File: src/hw/ilst_pkg.sv
// constants and types for the internal clock loop settling and trim block
package ilst_pkg;

    // clock and base clock timing
    localparam int          CLOCK_HZ      = 10_000_000;
    localparam int          BASE_HZ       = 307_200;
    localparam int          BASE_DIV_INT  = (CLOCK_HZ / BASE_HZ < 1) ? 1 : CLOCK_HZ / BASE_HZ;
    localparam logic [5:0]  BASE_DIV_LAST = 6'(BASE_DIV_INT - 1);
    localparam int          BASE_PER_CORR = 4;
    localparam logic [1:0]  CORR_LAST     = 2'(BASE_PER_CORR - 1);

    // oscillator control word {divider field, stage field}
    localparam logic [11:0] OSC_MAX       = 12'hFFF;
    localparam logic [11:0] STEP_COARSE   = 12'h020;
    localparam logic [11:0] STEP_MEDIUM   = 12'h008;
    localparam logic [11:0] STEP_FINE     = 12'h001;
    localparam logic [3:0]  DIV_SAT       = 4'h9;
    localparam logic [3:0]  DIV_RST       = 4'h5;   // arbitrary start point
    localparam logic [7:0]  STG_RST       = 8'h00;  // arbitrary start point
    localparam logic [4:0]  RING_MIN      = 5'h11;
    localparam int          STG_RING_LSB  = 5;

    // trim capacitor and multiplier
    localparam logic [9:0]  CAP_FIXED     = 10'h180;
    localparam logic [7:0]  TRIM_RST      = 8'h80;
    localparam logic [6:0]  MULT_RST      = 7'h15;

    // error band codes from the frequency comparator
    localparam logic [1:0]  BAND_OVER15   = 2'h0;
    localparam logic [1:0]  BAND_MID      = 2'h1;
    localparam logic [1:0]  BAND_UNDER5   = 2'h2;
    localparam logic [1:0]  BAND_LOCK     = 2'h3;

    typedef struct packed {
        logic       too_slow;
        logic [1:0] band;
    } ilst_err_t;

    typedef enum logic [1:0] {
        MODE_COARSE,
        MODE_MEDIUM,
        MODE_FINE
    } ilst_mode_t;

endpackage

File: src/hw/ilst_sync.sv
// two-flop synchroniser for the comparator inputs
`timescale 1ns/1ps
module ilst_sync #(
    parameter int WIDTH = 3
) (
    input  wire logic             i_clock,
    input  wire logic             i_rst,
    input  wire logic [WIDTH-1:0] i_async,
    output logic      [WIDTH-1:0] o_sync
);
    logic [WIDTH-1:0] meta_r;
    logic [WIDTH-1:0] sync_r;

    always_ff @(posedge i_clock)
    begin
        if (i_rst)
        begin
            meta_r <= '0;
            sync_r <= '0;
        end
        else
        begin
            meta_r <= i_async;
            sync_r <= meta_r;
        end
    end

    assign o_sync = sync_r;
endmodule

File: src/hw/ilst_loop.sv
// loop filter, trim capacitor and wait-mode wake for the internal clock generator
// Operation
// - restart settling on reset, writes, re-enable
// - one correction every four base periods
// - coarse steps above 15 percent error
// - medium steps between 15 and 5 percent
// - stable flag once error below 5 percent
// - single-unit steps below 5 percent, none when locked
// - capacitor is 384 fixed plus trim units
// - trim resets to 128, capacitor 512
// - larger trim gives lower base frequency
// - generator keeps running in wait mode
// - enabled generator interrupt wakes from wait
// - divider saturates at nine, divide by 512
// - divider moves only by stage carry, borrow
// - upper stage bits pick 17 to 31
`timescale 1ns/1ps
module ilst_loop (
    input  wire logic              i_clock,
    input  wire logic              i_rst,
    input  wire logic              i_icg_on,
    input  wire logic              i_wait_mode,
    input  wire logic              i_mult_wr,
    input  wire logic [6:0]        i_mult_data,
    input  wire logic              i_trim_wr,
    input  wire logic [7:0]        i_trim_data,
    input  wire ilst_pkg::ilst_err_t i_cmp_err,
    input  wire logic              i_irq_enable,
    input  wire logic              i_irq_pending,
    output logic [3:0]             o_osc_divider_field,
    output logic [7:0]             o_osc_stage_field,
    output logic [3:0]             o_div_shift,
    output logic [4:0]             o_ring_stages,
    output logic                   o_internal_clock_stable_flag,
    output logic [9:0]             o_trim_cap_units,
    output logic [6:0]             o_mult_factor,
    output logic [7:0]             o_trim_factor,
    output ilst_pkg::ilst_mode_t   o_loop_mode,
    output logic                   o_correction_pulse,
    output logic                   o_gen_active,
    output logic                   o_wake_request
);
    logic [2:0]           err_raw;
    ilst_pkg::ilst_err_t  err;
    logic [5:0]           base_cnt_r;
    logic [5:0]           base_cnt_nxt;
    logic [1:0]           quarter_r;
    logic [1:0]           quarter_nxt;
    logic [11:0]          osc_r;
    logic [11:0]          osc_nxt;
    logic [11:0]          step;
    logic                 stable_r;
    logic                 stable_nxt;
    ilst_pkg::ilst_mode_t mode_r;
    ilst_pkg::ilst_mode_t mode_nxt;
    logic [6:0]           mult_r;
    logic [6:0]           mult_nxt;
    logic [7:0]           trim_r;
    logic [7:0]           trim_nxt;
    logic                 on_prev_r;
    logic                 restart;
    logic [7:0]           gap_cnt_r;
    logic [7:0]           gap_cnt_nxt;
    logic                 corr_fire;
    logic [3:0]           div_shift_nxt;
    logic [4:0]           ring_nxt;
    logic [9:0]           cap_nxt;

    // comparator sits in the analog domain, so it is synchronised first
    ilst_sync #(
        .WIDTH (3)
    ) u_cmp_sync (
        .i_clock (i_clock),
        .i_rst   (i_rst),
        .i_async (i_cmp_err),
        .o_sync  (err_raw)
    );
    assign err = ilst_pkg::ilst_err_t'(err_raw);

    function automatic logic [11:0] step_for(input logic [1:0] band);
        unique case (band)
            ilst_pkg::BAND_OVER15: step_for = ilst_pkg::STEP_COARSE;
            ilst_pkg::BAND_MID:    step_for = ilst_pkg::STEP_MEDIUM;
            ilst_pkg::BAND_UNDER5: step_for = ilst_pkg::STEP_FINE;
            default:               step_for = 12'h000;
        endcase
    endfunction

    function automatic ilst_pkg::ilst_mode_t mode_for(input logic [1:0] band);
        unique case (band)
            ilst_pkg::BAND_OVER15: mode_for = ilst_pkg::MODE_COARSE;
            ilst_pkg::BAND_MID:    mode_for = ilst_pkg::MODE_MEDIUM;
            default:               mode_for = ilst_pkg::MODE_FINE;
        endcase
    endfunction

    // software-side multiplier and trim values, reset to their defaults
    always_comb
    begin
        mult_nxt = i_mult_wr ? i_mult_data : mult_r;
        trim_nxt = i_trim_wr ? i_trim_data : trim_r;
        // a write of the same value still restarts: the filter cannot tell
        restart  = i_mult_wr | i_trim_wr | (i_icg_on & ~on_prev_r) | ~i_icg_on;
    end

    // base clock divider and correction window
    always_comb
    begin
        corr_fire = 1'b0;
        if (restart)
        begin
            base_cnt_nxt = 6'h00;
            quarter_nxt  = 2'h0;
        end
        else if (base_cnt_r == ilst_pkg::BASE_DIV_LAST)
        begin
            base_cnt_nxt = 6'h00;
            quarter_nxt  = quarter_r + 2'h1;
            corr_fire    = (quarter_r == ilst_pkg::CORR_LAST);
        end
        else
        begin
            base_cnt_nxt = base_cnt_r + 6'h01;
            quarter_nxt  = quarter_r;
        end
    end

    // loop filter: step size by error band, carry into divider field
    always_comb
    begin
        step       = step_for(err.band);
        osc_nxt    = osc_r;
        mode_nxt   = mode_r;
        stable_nxt = stable_r;
        if (restart)
        begin
            mode_nxt   = ilst_pkg::MODE_COARSE;
            stable_nxt = 1'b0;
        end
        else if (corr_fire)
        begin
            mode_nxt = mode_for(err.band);
            // one combined word: divider moves only on stage carry or borrow
            if (err.too_slow)
                osc_nxt = (osc_r < step) ? 12'h000 : osc_r - step;
            else
                osc_nxt = (osc_r > ilst_pkg::OSC_MAX - step) ? ilst_pkg::OSC_MAX : osc_r + step;
            if (err.band == ilst_pkg::BAND_UNDER5 || err.band == ilst_pkg::BAND_LOCK)
                stable_nxt = 1'b1;
        end
    end

    // oscillator decode, capacitor size
    always_comb
    begin
        div_shift_nxt = (osc_nxt[11:8] > ilst_pkg::DIV_SAT) ? ilst_pkg::DIV_SAT : osc_nxt[11:8];
        ring_nxt      = ilst_pkg::RING_MIN + {1'b0, osc_nxt[7:ilst_pkg::STG_RING_LSB], 1'b0};
        // more units, more capacitance, lower base frequency
        cap_nxt       = ilst_pkg::CAP_FIXED + {2'b00, trim_nxt};
    end

    always_ff @(posedge i_clock)
    begin
        if (i_rst)
        begin
            base_cnt_r                   <= 6'h00;
            quarter_r                    <= 2'h0;
            osc_r                        <= {ilst_pkg::DIV_RST, ilst_pkg::STG_RST};
            mode_r                       <= ilst_pkg::MODE_COARSE;
            stable_r                     <= 1'b0;
            mult_r                       <= ilst_pkg::MULT_RST;
            trim_r                       <= ilst_pkg::TRIM_RST;
            on_prev_r                    <= 1'b0;
            o_div_shift                  <= ilst_pkg::DIV_RST;
            o_ring_stages                <= ilst_pkg::RING_MIN;
            o_trim_cap_units             <= ilst_pkg::CAP_FIXED + {2'b00, ilst_pkg::TRIM_RST};
            o_correction_pulse           <= 1'b0;
            o_gen_active                 <= 1'b0;
            o_wake_request               <= 1'b0;
        end
        else
        begin
            base_cnt_r                   <= base_cnt_nxt;
            quarter_r                    <= quarter_nxt;
            osc_r                        <= osc_nxt;
            mode_r                       <= mode_nxt;
            stable_r                     <= stable_nxt;
            mult_r                       <= mult_nxt;
            trim_r                       <= trim_nxt;
            on_prev_r                    <= i_icg_on;
            o_div_shift                  <= div_shift_nxt;
            o_ring_stages                <= ring_nxt;
            o_trim_cap_units             <= cap_nxt;
            o_correction_pulse           <= corr_fire;
            // wait mode does not gate the generator
            o_gen_active                 <= i_icg_on;
            o_wake_request               <= i_wait_mode & i_irq_enable & i_irq_pending;
        end
    end

    assign o_osc_divider_field          = osc_r[11:8];
    assign o_osc_stage_field            = osc_r[7:0];
    assign o_internal_clock_stable_flag = stable_r;
    assign o_mult_factor                = mult_r;
    assign o_trim_factor                = trim_r;
    assign o_loop_mode                  = mode_r;

    // independent count since the last restart or correction, for the period check
    always_comb
    begin
        gap_cnt_nxt = (restart || corr_fire) ? 8'h00 : gap_cnt_r + 8'h01;
    end

    always_ff @(posedge i_clock)
    begin
        if (i_rst)
            gap_cnt_r <= 8'h00;
        else
            gap_cnt_r <= gap_cnt_nxt;
    end
endmodule

File: config.mk
export PLATFORM = sky130hd
export DESIGN_NAME = ilst_loop
export DESIGN_NICKNAME = d
export VERILOG_FILES = /design/src/hw/ilst_pkg.sv /design/src/hw/ilst_sync.sv /design/src/hw/ilst_loop.sv
export SDC_FILE = /design/constraint.sdc
export NUM_CORES = 1
export LEC_CHECK = 0
export BUFFER_PORTS_ARGS = -buffer_cell sky130_fd_sc_hd__buf_2
export CAP_MARGIN = 20
export CORE_MARGIN = 3
export CORE_UTILIZATION = 40
export DETAILED_ROUTE_END_ITERATION = 8
export SLEW_MARGIN = 0
export SYNTH_ARGS = -nofsm -noshare
export SYNTH_HDL_FRONTEND = slang
export SYNTH_SLANG_ARGS = --single-unit
File: constraint.sdc
create_clock -name i_clock -period 6.4 [get_ports i_clock]
set_input_delay 0.96 -clock i_clock [delete_from_list [all_inputs] [get_ports i_clock]]
set_output_delay 0.96 -clock i_clock [all_outputs]
set_load 0.01 [all_outputs]
==> flow_metrics.tcl, run 1 <==
set metrics [dict create \
    status "finished clean" \
    worst_slack_ps 3510 \
    die_w_um 88.9 \
    tightest_slew_ps 880 \
    fillCellCount 632 \
    cts_hold_buf 0 \
    row_count 29 \
    path_class "flip-flop to flip-flop" \
    area_growth_pct 14.9 \
    slew_violations 0 \
    boundaryPins 78 \
    cts_tree "done" \
    diodes 0 \
    overflow 0 \
    drc_errors 0 \
    synthTopCellsByArea "dfxtp_1 (38%), ha_1 (5.5%), nor2_1 (4.6%)" \
    clkSinkCount 52 \
    end_kind "flip-flop" \
    ctsLongestPathBuffers 2 \
    avgSynthCellArea_um2 8.93 \
    routed_wl_um 6450 \
    fin_crit_sh_pct 45.1 \
    rr_worst_depth 9 \
    skew_ps 11.7 \
    grt_pass1_vias 2148 \
    critPathMaxFanout 11 \
    place_ws_ps 3200 \
    place_inst 434 \
    numCtsBuffers 5 \
    yosys.area.top_type "dfxtp_1" \
    hold_viol 0 \
    vias_per_cell 5.35 \
    place_congestion 0.844 \
    cpMaxStageDelayCell "nand4_1" \
    ir_drop_v 0.000140 \
    finalSetupTns_ps 0 \
    cts_setup_buffers 0 \
    die-area_um2 7910 \
    hold_path_depth 1 \
    crit_chain "or2_2 -> ha_1 -> nor2b_1 -> a221o_1 -> nand4_1 -> a31o_2 -> a31oi_1 -> nor2_1 -> nor2_2" \
    wl_per_cell_um 14.6 \
    cts_root_buf "clkbuf_8" \
    cpPeakStageDelay_ps 460 \
    antenna_found_initial 0 \
    syn-cell-area_um2 2750 \
    p_leak_nw 1.40 \
    final_common_cell "buf_2" \
    synth-seq-cells 52 \
    htreeDepth 2 \
    worstPathArrival_ps 3140 \
    seq_area_frac_synth_pct 37.9 \
    max_cap_viol_count 0 \
    insertion_delay_ps 310 \
    ys.flop_type "dfxtp_1" \
    drive_gt1_share_pct 27.4 \
    yosys_warnings 0 \
    required_ps 6650 \
    synth_top_area_share_pct 37.9 \
    power_density_nw_per_um2 191 \
    fmax_mhz 346 \
    final_cells 442 \
    cts-resized-gates 0 \
    grt_pass1_wl_um 10200 \
    hold_class "flip-flop to flip-flop" \
    clk_pin_slew_ps 100 \
    via_count 2363 \
    initial_core_util_pct 42.3 \
    final_cell_mix "buf_2 (75), dfxtp_1 (52), nor2_1 (34), nor2b_1 (14), a21oi_1 (13)" \
    finalSetupViolations 0 \
    grt_usage_pct 16.6 \
    place_hpwl_um 4710 \
    slew_headroom_pct 41.1 \
    chipHeight_um 88.9 \
    fin_hold_ws_ps 443 \
    postRouteAntennaNets 0 \
    synth_edf_count 0 \
    grt_setup_unrepaired "no" \
    coreArea_um2 6490 \
    ys_types 65 \
    drt-initial-drc-count 119 \
    period_needed_ps 2890 \
    port_buffers 75 \
    synthCells 308 \
    async_reset_ff_share_pct 0 \
    start_kind "flip-flop" \
    dr.pass1.iters 7 \
    grt_start_max_net_pins 40 \
    final_nets 402 \
]
[area by class of cell]
| cell class | count | area (µm²) | area share (%) |
|---|---|---|---|
| Sequential cell | 52 | 1040 | 33.0 |
| Clock inverter | 2 | 13.8 | 0.436 |
| Timing Repair Buffer | 75 | 375 | 11.9 |
| Inverter | 11 | 41.3 | 1.31 |
| Clock buffer | 6 | 82.6 | 2.61 |
| Tap cell | 77 | 96.3 | 3.05 |
| Multi-Input combinational cell | 219 | 1510 | 47.8 |
[synth_stat cells, types with 3 or more instances]
| master | n |
|---|---|
| dfxtp_1 | 52 |
| nor2_1 | 34 |
| buf_4 | 14 |
| nor2b_1 | 14 |
| a21oi_1 | 13 |
| ha_1 | 12 |
| mux2i_1 | 12 |
| inv_1 | 11 |
| o21ai_0 | 11 |
| clkbuf_1 | 9 |
| nand3_1 | 9 |
| nand2b_1 | 8 |
| nand2_1 | 7 |
| nor3_1 | 7 |
| a211oi_1 | 6 |
| or2_2 | 5 |
| xnor2_1 | 5 |
| a211o_1 | 4 |
| a31oi_1 | 4 |
| nand4_1 | 4 |
| or3_1 | 4 |
| a22oi_1 | 3 |
| and2_1 | 3 |
| and3_1 | 3 |
| and3b_1 | 3 |
| xor2_1 | 3 |
[worst max-delay path, delay by kind of cell (launching register included)]
| kind | cells | cell delay [ps] |
|---|---|---|
| adder cells (fa/ha/maj) | 1 | 350 |
| flip-flops | 1 | 370 |
| AND/OR/NAND/NOR | 5 | 1260 |
| AO/OA/AOI/OAI | 3 | 860 |
[power breakdown]
group	internal, mW	switching [mW]
clock	0.0886	0.110
combinational	0.0297	0.0360
sequential	0.333	0.00726
total	0.451	0.153
[layer usage]
layer	vias up	GRT usage (%)	share of wire [%]
met5	-	0	0
met3	10	4.88	6.5
met2	73	26.3	47
li1	1199	-	-
met4	0	4.95	1.2
met1	1081	21.8	46
[final timing paths]
kind / from / slack (ps) / endpoint
max: u_cmp_sync.o_sync[1]$_SDFF_PP0_ / 3510 / o_div_shift[2]$_SDFF_PP1_
min: u_cmp_sync.meta_r[2]$_SDFF_PP0_ / 440 / u_cmp_sync.o_sync[2]$_SDFF_PP0_
max reg2reg: u_cmp_sync.o_sync[1]$_SDFF_PP0_ / 3510 / o_div_shift[2]$_SDFF_PP1_
min reg2reg: u_cmp_sync.meta_r[2]$_SDFF_PP0_ / 440 / u_cmp_sync.o_sync[2]$_SDFF_PP0_
[cell families after synthesis]
logic type                 Yosys count  share of synthesized area (%)
buffers and inverters               38                           7.42
muxes                               12                           4.37
and+or+nand+nor                    115                           23.7
xor gates and xnor gates             8                           2.55
other                                1                          0.136
adders and majority gates           12                           5.46
AOI/OAI and AO/OA                   70                           18.6
DFF                                 52                           37.9
[state kept, by name (all words and copies together) (netlist names)]
register	flops
o_mult_factor	7
u_cmp_sync.o_sync	3
on_prev_r	1
o_loop_mode	2
u_cmp_sync.meta_r	3
o_internal_clock_stable_flag	1
o_wake_request	1
o_correction_pulse	1
o_trim_cap_units	9
base_cnt_r	6
quarter_r	2
o_div_shift	4
osc_r	12
[per-stage QoR]
step / area (µm²) / utilization [%] / total power, mW
floorplan: 2750 / - / 0.393
global placement: 3060 / 47.2 / 0.413
detailed placement: 3060 / 47.2 / 0.414
CTS: 3160 / 48.6 / 0.615
global route: 3160 / 48.6 / 0.635
finish: 3160 / 48.6 / 0.605
Power figures use the tool's default switching activity.
==> run 2: changes to the inputs <==
--- a/config.mk
+++ b/config.mk
@@ -10,6 +10,7 @@
 export CORE_MARGIN = 3
 export CORE_UTILIZATION = 40
 export DETAILED_ROUTE_END_ITERATION = 8
+export PLACE_DENSITY = 0.66
 export SLEW_MARGIN = 0
 export SYNTH_ARGS = -nofsm -noshare
 export SYNTH_HDL_FRONTEND = slang
==> constraint.sdc (replaced) <==
create_clock -name i_clock -period 2.5 [get_ports i_clock]
set_input_delay 0.375 -clock i_clock [delete_from_list [all_inputs] [get_ports i_clock]]
set_output_delay 0.375 -clock i_clock [all_outputs]
set_load 0.01 [all_outputs]
==> run 2 against run 1 <==
Cell area up 8.5%; clock-buffer cell count down 1; sequential share of layout area down 2.5 points; largest cell class unchanged; the run now ends with setup timing left; die area unchanged; largest power group unchanged; routed wire length up 7.5%; combinational power rose to 2.8 times the previous value; highest routed layer unchanged; clock skew up 0.98 ps; clock power rose to 3.0 times the previous value; sequential cell count unchanged; critical path type unchanged.
==> flow_metrics.tcl, run 2 (synthesized netlist as in run 1, its figures left out) <==
set metrics [dict create \
    grt_pass1_vias 2247 \
    p_clk_share_pct 36.3 \
    start_kind "flip-flop" \
    tightest_slew_ps 537 \
    utilization_pct 52.8 \
    ir_drop_v 0.000303 \
    fmax_mhz 400 \
    grt_setup_unrepaired "yes" \
    fin_crit_sh_pct 100 \
    antenna_found_initial 0 \
    boundaryPins 78 \
    grt_pass1_wl_um 11000 \
    row_count 29 \
    initial_core_util_pct 42.3 \
    place_ws_ps 16.1 \
    postRouteAntennaNets 0 \
    worst_slack_ps -1.58 \
    crit_buf_inv 1 \
    insertion_delay_ps 320 \
    skew_ps 12.7 \
    grt_start_max_net_pins 28 \
    dr.pass1.iters 4 \
    drc_errors 0 \
    net-switching-power_mw 0.407 \
    power_mw 1.65 \
    place_area_um2 3220 \
    coreArea_um2 6490 \
    worstPathArrival_ps 2760 \
    end_kind "flip-flop" \
    via_count 2520 \
    max_cap_viol_count 0 \
    slew_violations 0 \
    final_common_cell "buf_2" \
    critPathMaxFanout 4 \
    p_leak_nw 1.53 \
    hold_class "input port to flip-flop" \
    p_sw_share_pct 24.7 \
    clk_pin_slew_ps 100 \
    critPathCapture "o_div_shift[1]$_SDFF_PP0_" \
    cpMaxStageDelayCell "or4_4" \
    place_congestion 0.842 \
    cts_root_buf "clkbuf_8" \
    grt_usage_pct 17.7 \
    power_density_nw_per_um2 481 \
    wl_per_cell_um 14.8 \
    p_int_mw 1.24 \
    slew_headroom_pct 63.9 \
    crit_chain "or2_4 -> ha_4 -> or4_4 -> or2_4 -> buf_4 -> nor3_2 -> o21ai_2 -> a221oi_4 -> and2_1" \
    fin_hold_ws_ps 251 \
    routed_wl_um 6930 \
    port_buffers 75 \
    diodes 0 \
    fin_area_um2 3430 \
    rr_worst_depth 9 \
    place_inst 454 \
    critPathLaunch "u_cmp_sync.o_sync[1]$_SDFF_PP0_" \
    hold_viol 0 \
    period_needed_ps 2500 \
    place_hpwl_um 5090 \
    seqPwrFrac_pct 52.6 \
    cpPeakStageDelay_ps 420 \
    vias_per_cell 5.38 \
    finalSetupViolations 1 \
    clkSinkCount 52 \
    final_cell_mix "buf_2 (75), dfxtp_1 (50), nor2_1 (34), buf_4 (25)" \
    reg2reg_to "o_div_shift[1]$_SDFF_PP0_" \
    cp_common_cell "or2_4" \
    finalSetupTns_ps -1.58 \
    ctsLongestPathBuffers 2 \
    largest_register_ffs 12 \
    violations "setup timing" \
    drt-initial-drc-count 148 \
    critical_path_depth 9 \
    chipHeight_um 88.9 \
    die-area_um2 7910 \
    r2r_slack_ps -2 \
    die_w_um 88.9 \
    p_comb_share_pct 11.1 \
    status "complete, but fails checks" \
    path_delay_family "simple AND/OR/NAND/NOR gates" \
    cts_tree "done" \
    path_class "flip-flop to flip-flop" \
    numCtsBuffers 5 \
    htreeDepth 2 \
    largest-register "osc_r" \
    final_cells 468 \
    area_growth_pct 24.7 \
    final_nets 428 \
    drive_gt1_share_pct 34.5 \
    overflow 0 \
    required_ps 2760 \
    worstReg2RegStart "u_cmp_sync.o_sync[1]$_SDFF_PP0_" \
]
run 2: area by class of cell:
cell class              instances  area (µm²)
flip-flops and latches         52        1040
fillers                       599        3070
clock buffers                   5        68.8
well taps                      77        96.3
inverters                      11        41.3
clock inverters                 3        46.3
repair buffers                101         574
multi-input cells             219        1560
run 2: worst min-delay path by stage:
stage                                         start                               to  slack (ps)  cells past startpoint
floorplan           u_cmp_sync.meta_r[0]$_SDFF_PP0_  u_cmp_sync.o_sync[0]$_SDFF_PP0_         410                      1
global placement    u_cmp_sync.meta_r[0]$_SDFF_PP0_  u_cmp_sync.o_sync[0]$_SDFF_PP0_         430                      1
detailed placement  u_cmp_sync.meta_r[0]$_SDFF_PP0_  u_cmp_sync.o_sync[0]$_SDFF_PP0_         420                      1
CTS                                  i_trim_data[7]   o_trim_cap_units[8]$_SDFF_PP0_         250                      2
global route                         i_trim_data[7]   o_trim_cap_units[8]$_SDFF_PP0_         260                      2
finish                               i_trim_data[7]   o_trim_cap_units[8]$_SDFF_PP0_         250                      2
run 2: worst register-to-register path: stages, from the launching register on:
cell,delay (ps)
dfxtp_2,350
or2_4,270
ha_4,180
or4_4,420
or2_4,270
buf_4,150
nor3_2,170
o21ai_2,100
a221oi_4,360
and2_1,170
run 2: metal layers:
| layer | share of wire (%) | global-route usage, % | wire, µm | vias up |
|---|---|---|---|---|
| li1 | - | - | - | 1249 |
| met1 | 45 | 23.8 | 3110 | 1180 |
| met2 | 48 | 28.6 | 3320 | 77 |
| met3 | 5.5 | 4.06 | 382 | 14 |
| met4 | 1.7 | 5.08 | 116 | 0 |
| met5 | 0 | 0 | 0 | - |
run 2: what timing repair did:
| action | in CTS | in global routing |
|---|---|---|
| pin swaps | 0 | 7 |
| hold buffers | 0 | 0 |
| resized for setup | 1 | 12 |
| endpoints found under the setup margin | 1 | 12 |
| hold endpoints to repair | 0 | 0 |
| buffers inserted | 0 | 6 |
run 2: power by group through the flow:
stage               Sequential (mW)  Combinational [mW]  Clock, mW
floorplan                     0.896               0.111          0
global placement              0.886               0.178          0
detailed placement            0.887               0.179          0
CTS                           0.868               0.180      0.618
global route                  0.873               0.205      0.643
finish                        0.868               0.183      0.598
==> run 3: changes to the inputs <==
--- a/config.mk
+++ b/config.mk
@@ -7,8 +7,9 @@
 export LEC_CHECK = 0
 export BUFFER_PORTS_ARGS = -buffer_cell sky130_fd_sc_hd__buf_2
 export CAP_MARGIN = 20
-export CORE_MARGIN = 3
+export CORE_MARGIN = 2
 export CORE_UTILIZATION = 40
+export CTS_BUF_LIST = sky130_fd_sc_hd__clkbuf_2
 export DETAILED_ROUTE_END_ITERATION = 8
 export PLACE_DENSITY = 0.66
 export SLEW_MARGIN = 0
==> run 3 against run 2 <==
The flow now finishes without violations; clock-buffer cell count increased by 1; combinational power increased by 5%; sequential share of layout area increased by 0.051 points; critical path type unchanged.
==> flow_metrics.tcl, run 3 (synthesized netlist as in run 1, its figures left out) <==
set metrics [dict create \
    critPathCapture "osc_r[0]$_SDFFE_PP0P_" \
    drc_errors 0 \
    p_leak_nw 1.52 \
    grt_setup_unrepaired "yes" \
    cts_hold_buf 0 \
    slew_headroom_pct 65.4 \
    final_common_cell "buf_2" \
    diodes 0 \
    htreeDepth 2 \
    cts_tree "done" \
    critPathLaunch "u_cmp_sync.o_sync[0]$_SDFF_PP0_" \
    max_cap_viol_count 0 \
    final_nets 428 \
    area_growth_pct 24.7 \
    coreArea_um2 6720 \
    chipHeight_um 86.9 \
    via_count 2509 \
    r2r_slack_ps 20 \
    fin_area_um2 3430 \
    die_w_um 86.9 \
    final_cell_mix "buf_2 (75), dfxtp_1 (50), nor2_1 (34), buf_4 (23), nor2b_1 (14)" \
    largest-register "osc_r" \
    fin_crit_sh_pct 99.2 \
    place_area_um2 3260 \
    routed_wl_um 6780 \
    grt_pass1_vias 2332 \
    clkSinkCount 52 \
    drt-initial-drc-count 152 \
    postRouteAntennaNets 0 \
    port_buffers 75 \
    dr.pass1.iters 4 \
    end_kind "flip-flop" \
    required_ps 2840 \
    fillCellCount 676 \
    numCtsBuffers 5 \
    fmax_mhz 403 \
    boundaryPins 78 \
    largest_register_ffs 12 \
    ctsLongestPathBuffers 2 \
    fin_hold_ws_ps 114 \
    worstReg2RegStart "u_cmp_sync.o_sync[0]$_SDFF_PP0_" \
    hold_class "input port to flip-flop" \
    grt_usage_pct 18.0 \
    vias_per_cell 5.33 \
    place_congestion 0.909 \
    worstPathArrival_ps 2820 \
    reg2reg_to "osc_r[0]$_SDFFE_PP0P_" \
    slew_violations 0 \
    period_needed_ps 2480 \
    rr_worst_depth 8 \
    drive_gt1_share_pct 35.8 \
    grt_pass1_wl_um 10900 \
    cts_root_buf "clkbuf_2" \
    start_kind "flip-flop" \
    skew_ps 16.0 \
    die-area_um2 7550 \
    initial_core_util_pct 40.9 \
    utilization_pct 51.1 \
    final_cells 471 \
    antenna_found_initial 0 \
    place_inst 461 \
    finalSetupTns_ps 0 \
    hold_path_depth 2 \
    critPathMaxFanout 5 \
    tightest_slew_ps 518 \
    insertion_delay_ps 430 \
    grt_start_max_net_pins 27 \
    wl_per_cell_um 14.4 \
    place_hpwl_um 5070 \
    finalSetupViolations 0 \
    status "finished clean" \
    path_class "flip-flop to flip-flop" \
    row_count 30 \
    ir_drop_v 0.000221 \
    power_density_nw_per_um2 411 \
    hold_viol 0 \
    overflow 0 \
    clk_pin_slew_ps 270 \
]
==> run 3: metal layers <==
| layer | wire [µm] | global-route usage (%) | vias up | share of wire [%] |
|---|---|---|---|---|
| li1 | - | - | 1249 | - |
| met1 | 2920 | 22.5 | 1174 | 43 |
| met2 | 3420 | 30.7 | 78 | 50 |
| met3 | 378 | 4.64 | 8 | 5.6 |
| met4 | 70 | 5.11 | 0 | 1.0 |
| met5 | 0 | 0 | - | 0 |
==> run 3: worst min path at each step <==
| stage | slack, ps | end | from |
|---|---|---|---|
| 2_1_floorplan | 410 | u_cmp_sync.o_sync[0]$_SDFF_PP0_ | u_cmp_sync.meta_r[0]$_SDFF_PP0_ |
| 3_3_place_gp | 420 | u_cmp_sync.o_sync[2]$_SDFF_PP0_ | u_cmp_sync.meta_r[2]$_SDFF_PP0_ |
| 3_5_place_dp | 420 | u_cmp_sync.o_sync[2]$_SDFF_PP0_ | u_cmp_sync.meta_r[2]$_SDFF_PP0_ |
| 4_1_cts | 80 | o_trim_cap_units[8]$_SDFF_PP0_ | i_trim_data[7] |
| 5_1_grt | 50 | o_trim_cap_units[8]$_SDFF_PP0_ | i_trim_data[7] |
| 6_report | 110 | o_trim_cap_units[8]$_SDFF_PP0_ | i_trim_data[7] |
==> run 3: layout make-up <==
class | count | area (µm²) | area share, %
Timing Repair Buffer | 101 | 591 | 17.2
Multi-Input combinational cell | 219 | 1610 | 46.8
Tap cell | 80 | 100 | 2.92
Clock buffer | 6 | 30.0 | 0.875
Inverter | 11 | 41.3 | 1.20
Sequential cell | 52 | 1050 | 30.5
Clock inverter | 2 | 16.3 | 0.474
==> run 3: power breakdown <==
group | internal [mW] | switching, mW
sequential | 0.856 | 0.0150
clock | 0.0751 | 0.273
combinational | 0.0895 | 0.103
==> run 3: through the flow <==
| step | power, mW | worst slack [ps] |
|---|---|---|
| 3_5_place_dp | 1.07 | 22.0 |
| 4_1_cts | 1.42 | 1.29 |
| 2_1_floorplan | 1.01 | 33.2 |
| 3_3_place_gp | 1.07 | 74.4 |
| 6_report | 1.41 | 19.5 |
| 5_1_grt | 1.48 | -59.6 |
==> run 3: worst max-delay path, stage by stage (launching register included) <==
cell      delay, ps
dfxtp_4         420
or2_4           250
ha_4            160
or4_4           410
or2_4           280
o31a_1          370
buf_4           180
a221oi_2        250
a211oi_1         70
==> run 3: timing repair <==
| action | 4_1_cts | 5_1_grt |
|---|---|---|
| pin swaps | 0 | 9 |
| setup endpoints to repair | 3 | 11 |
| gates resized for setup | 2 | 20 |
| buffers inserted | 0 | 2 |
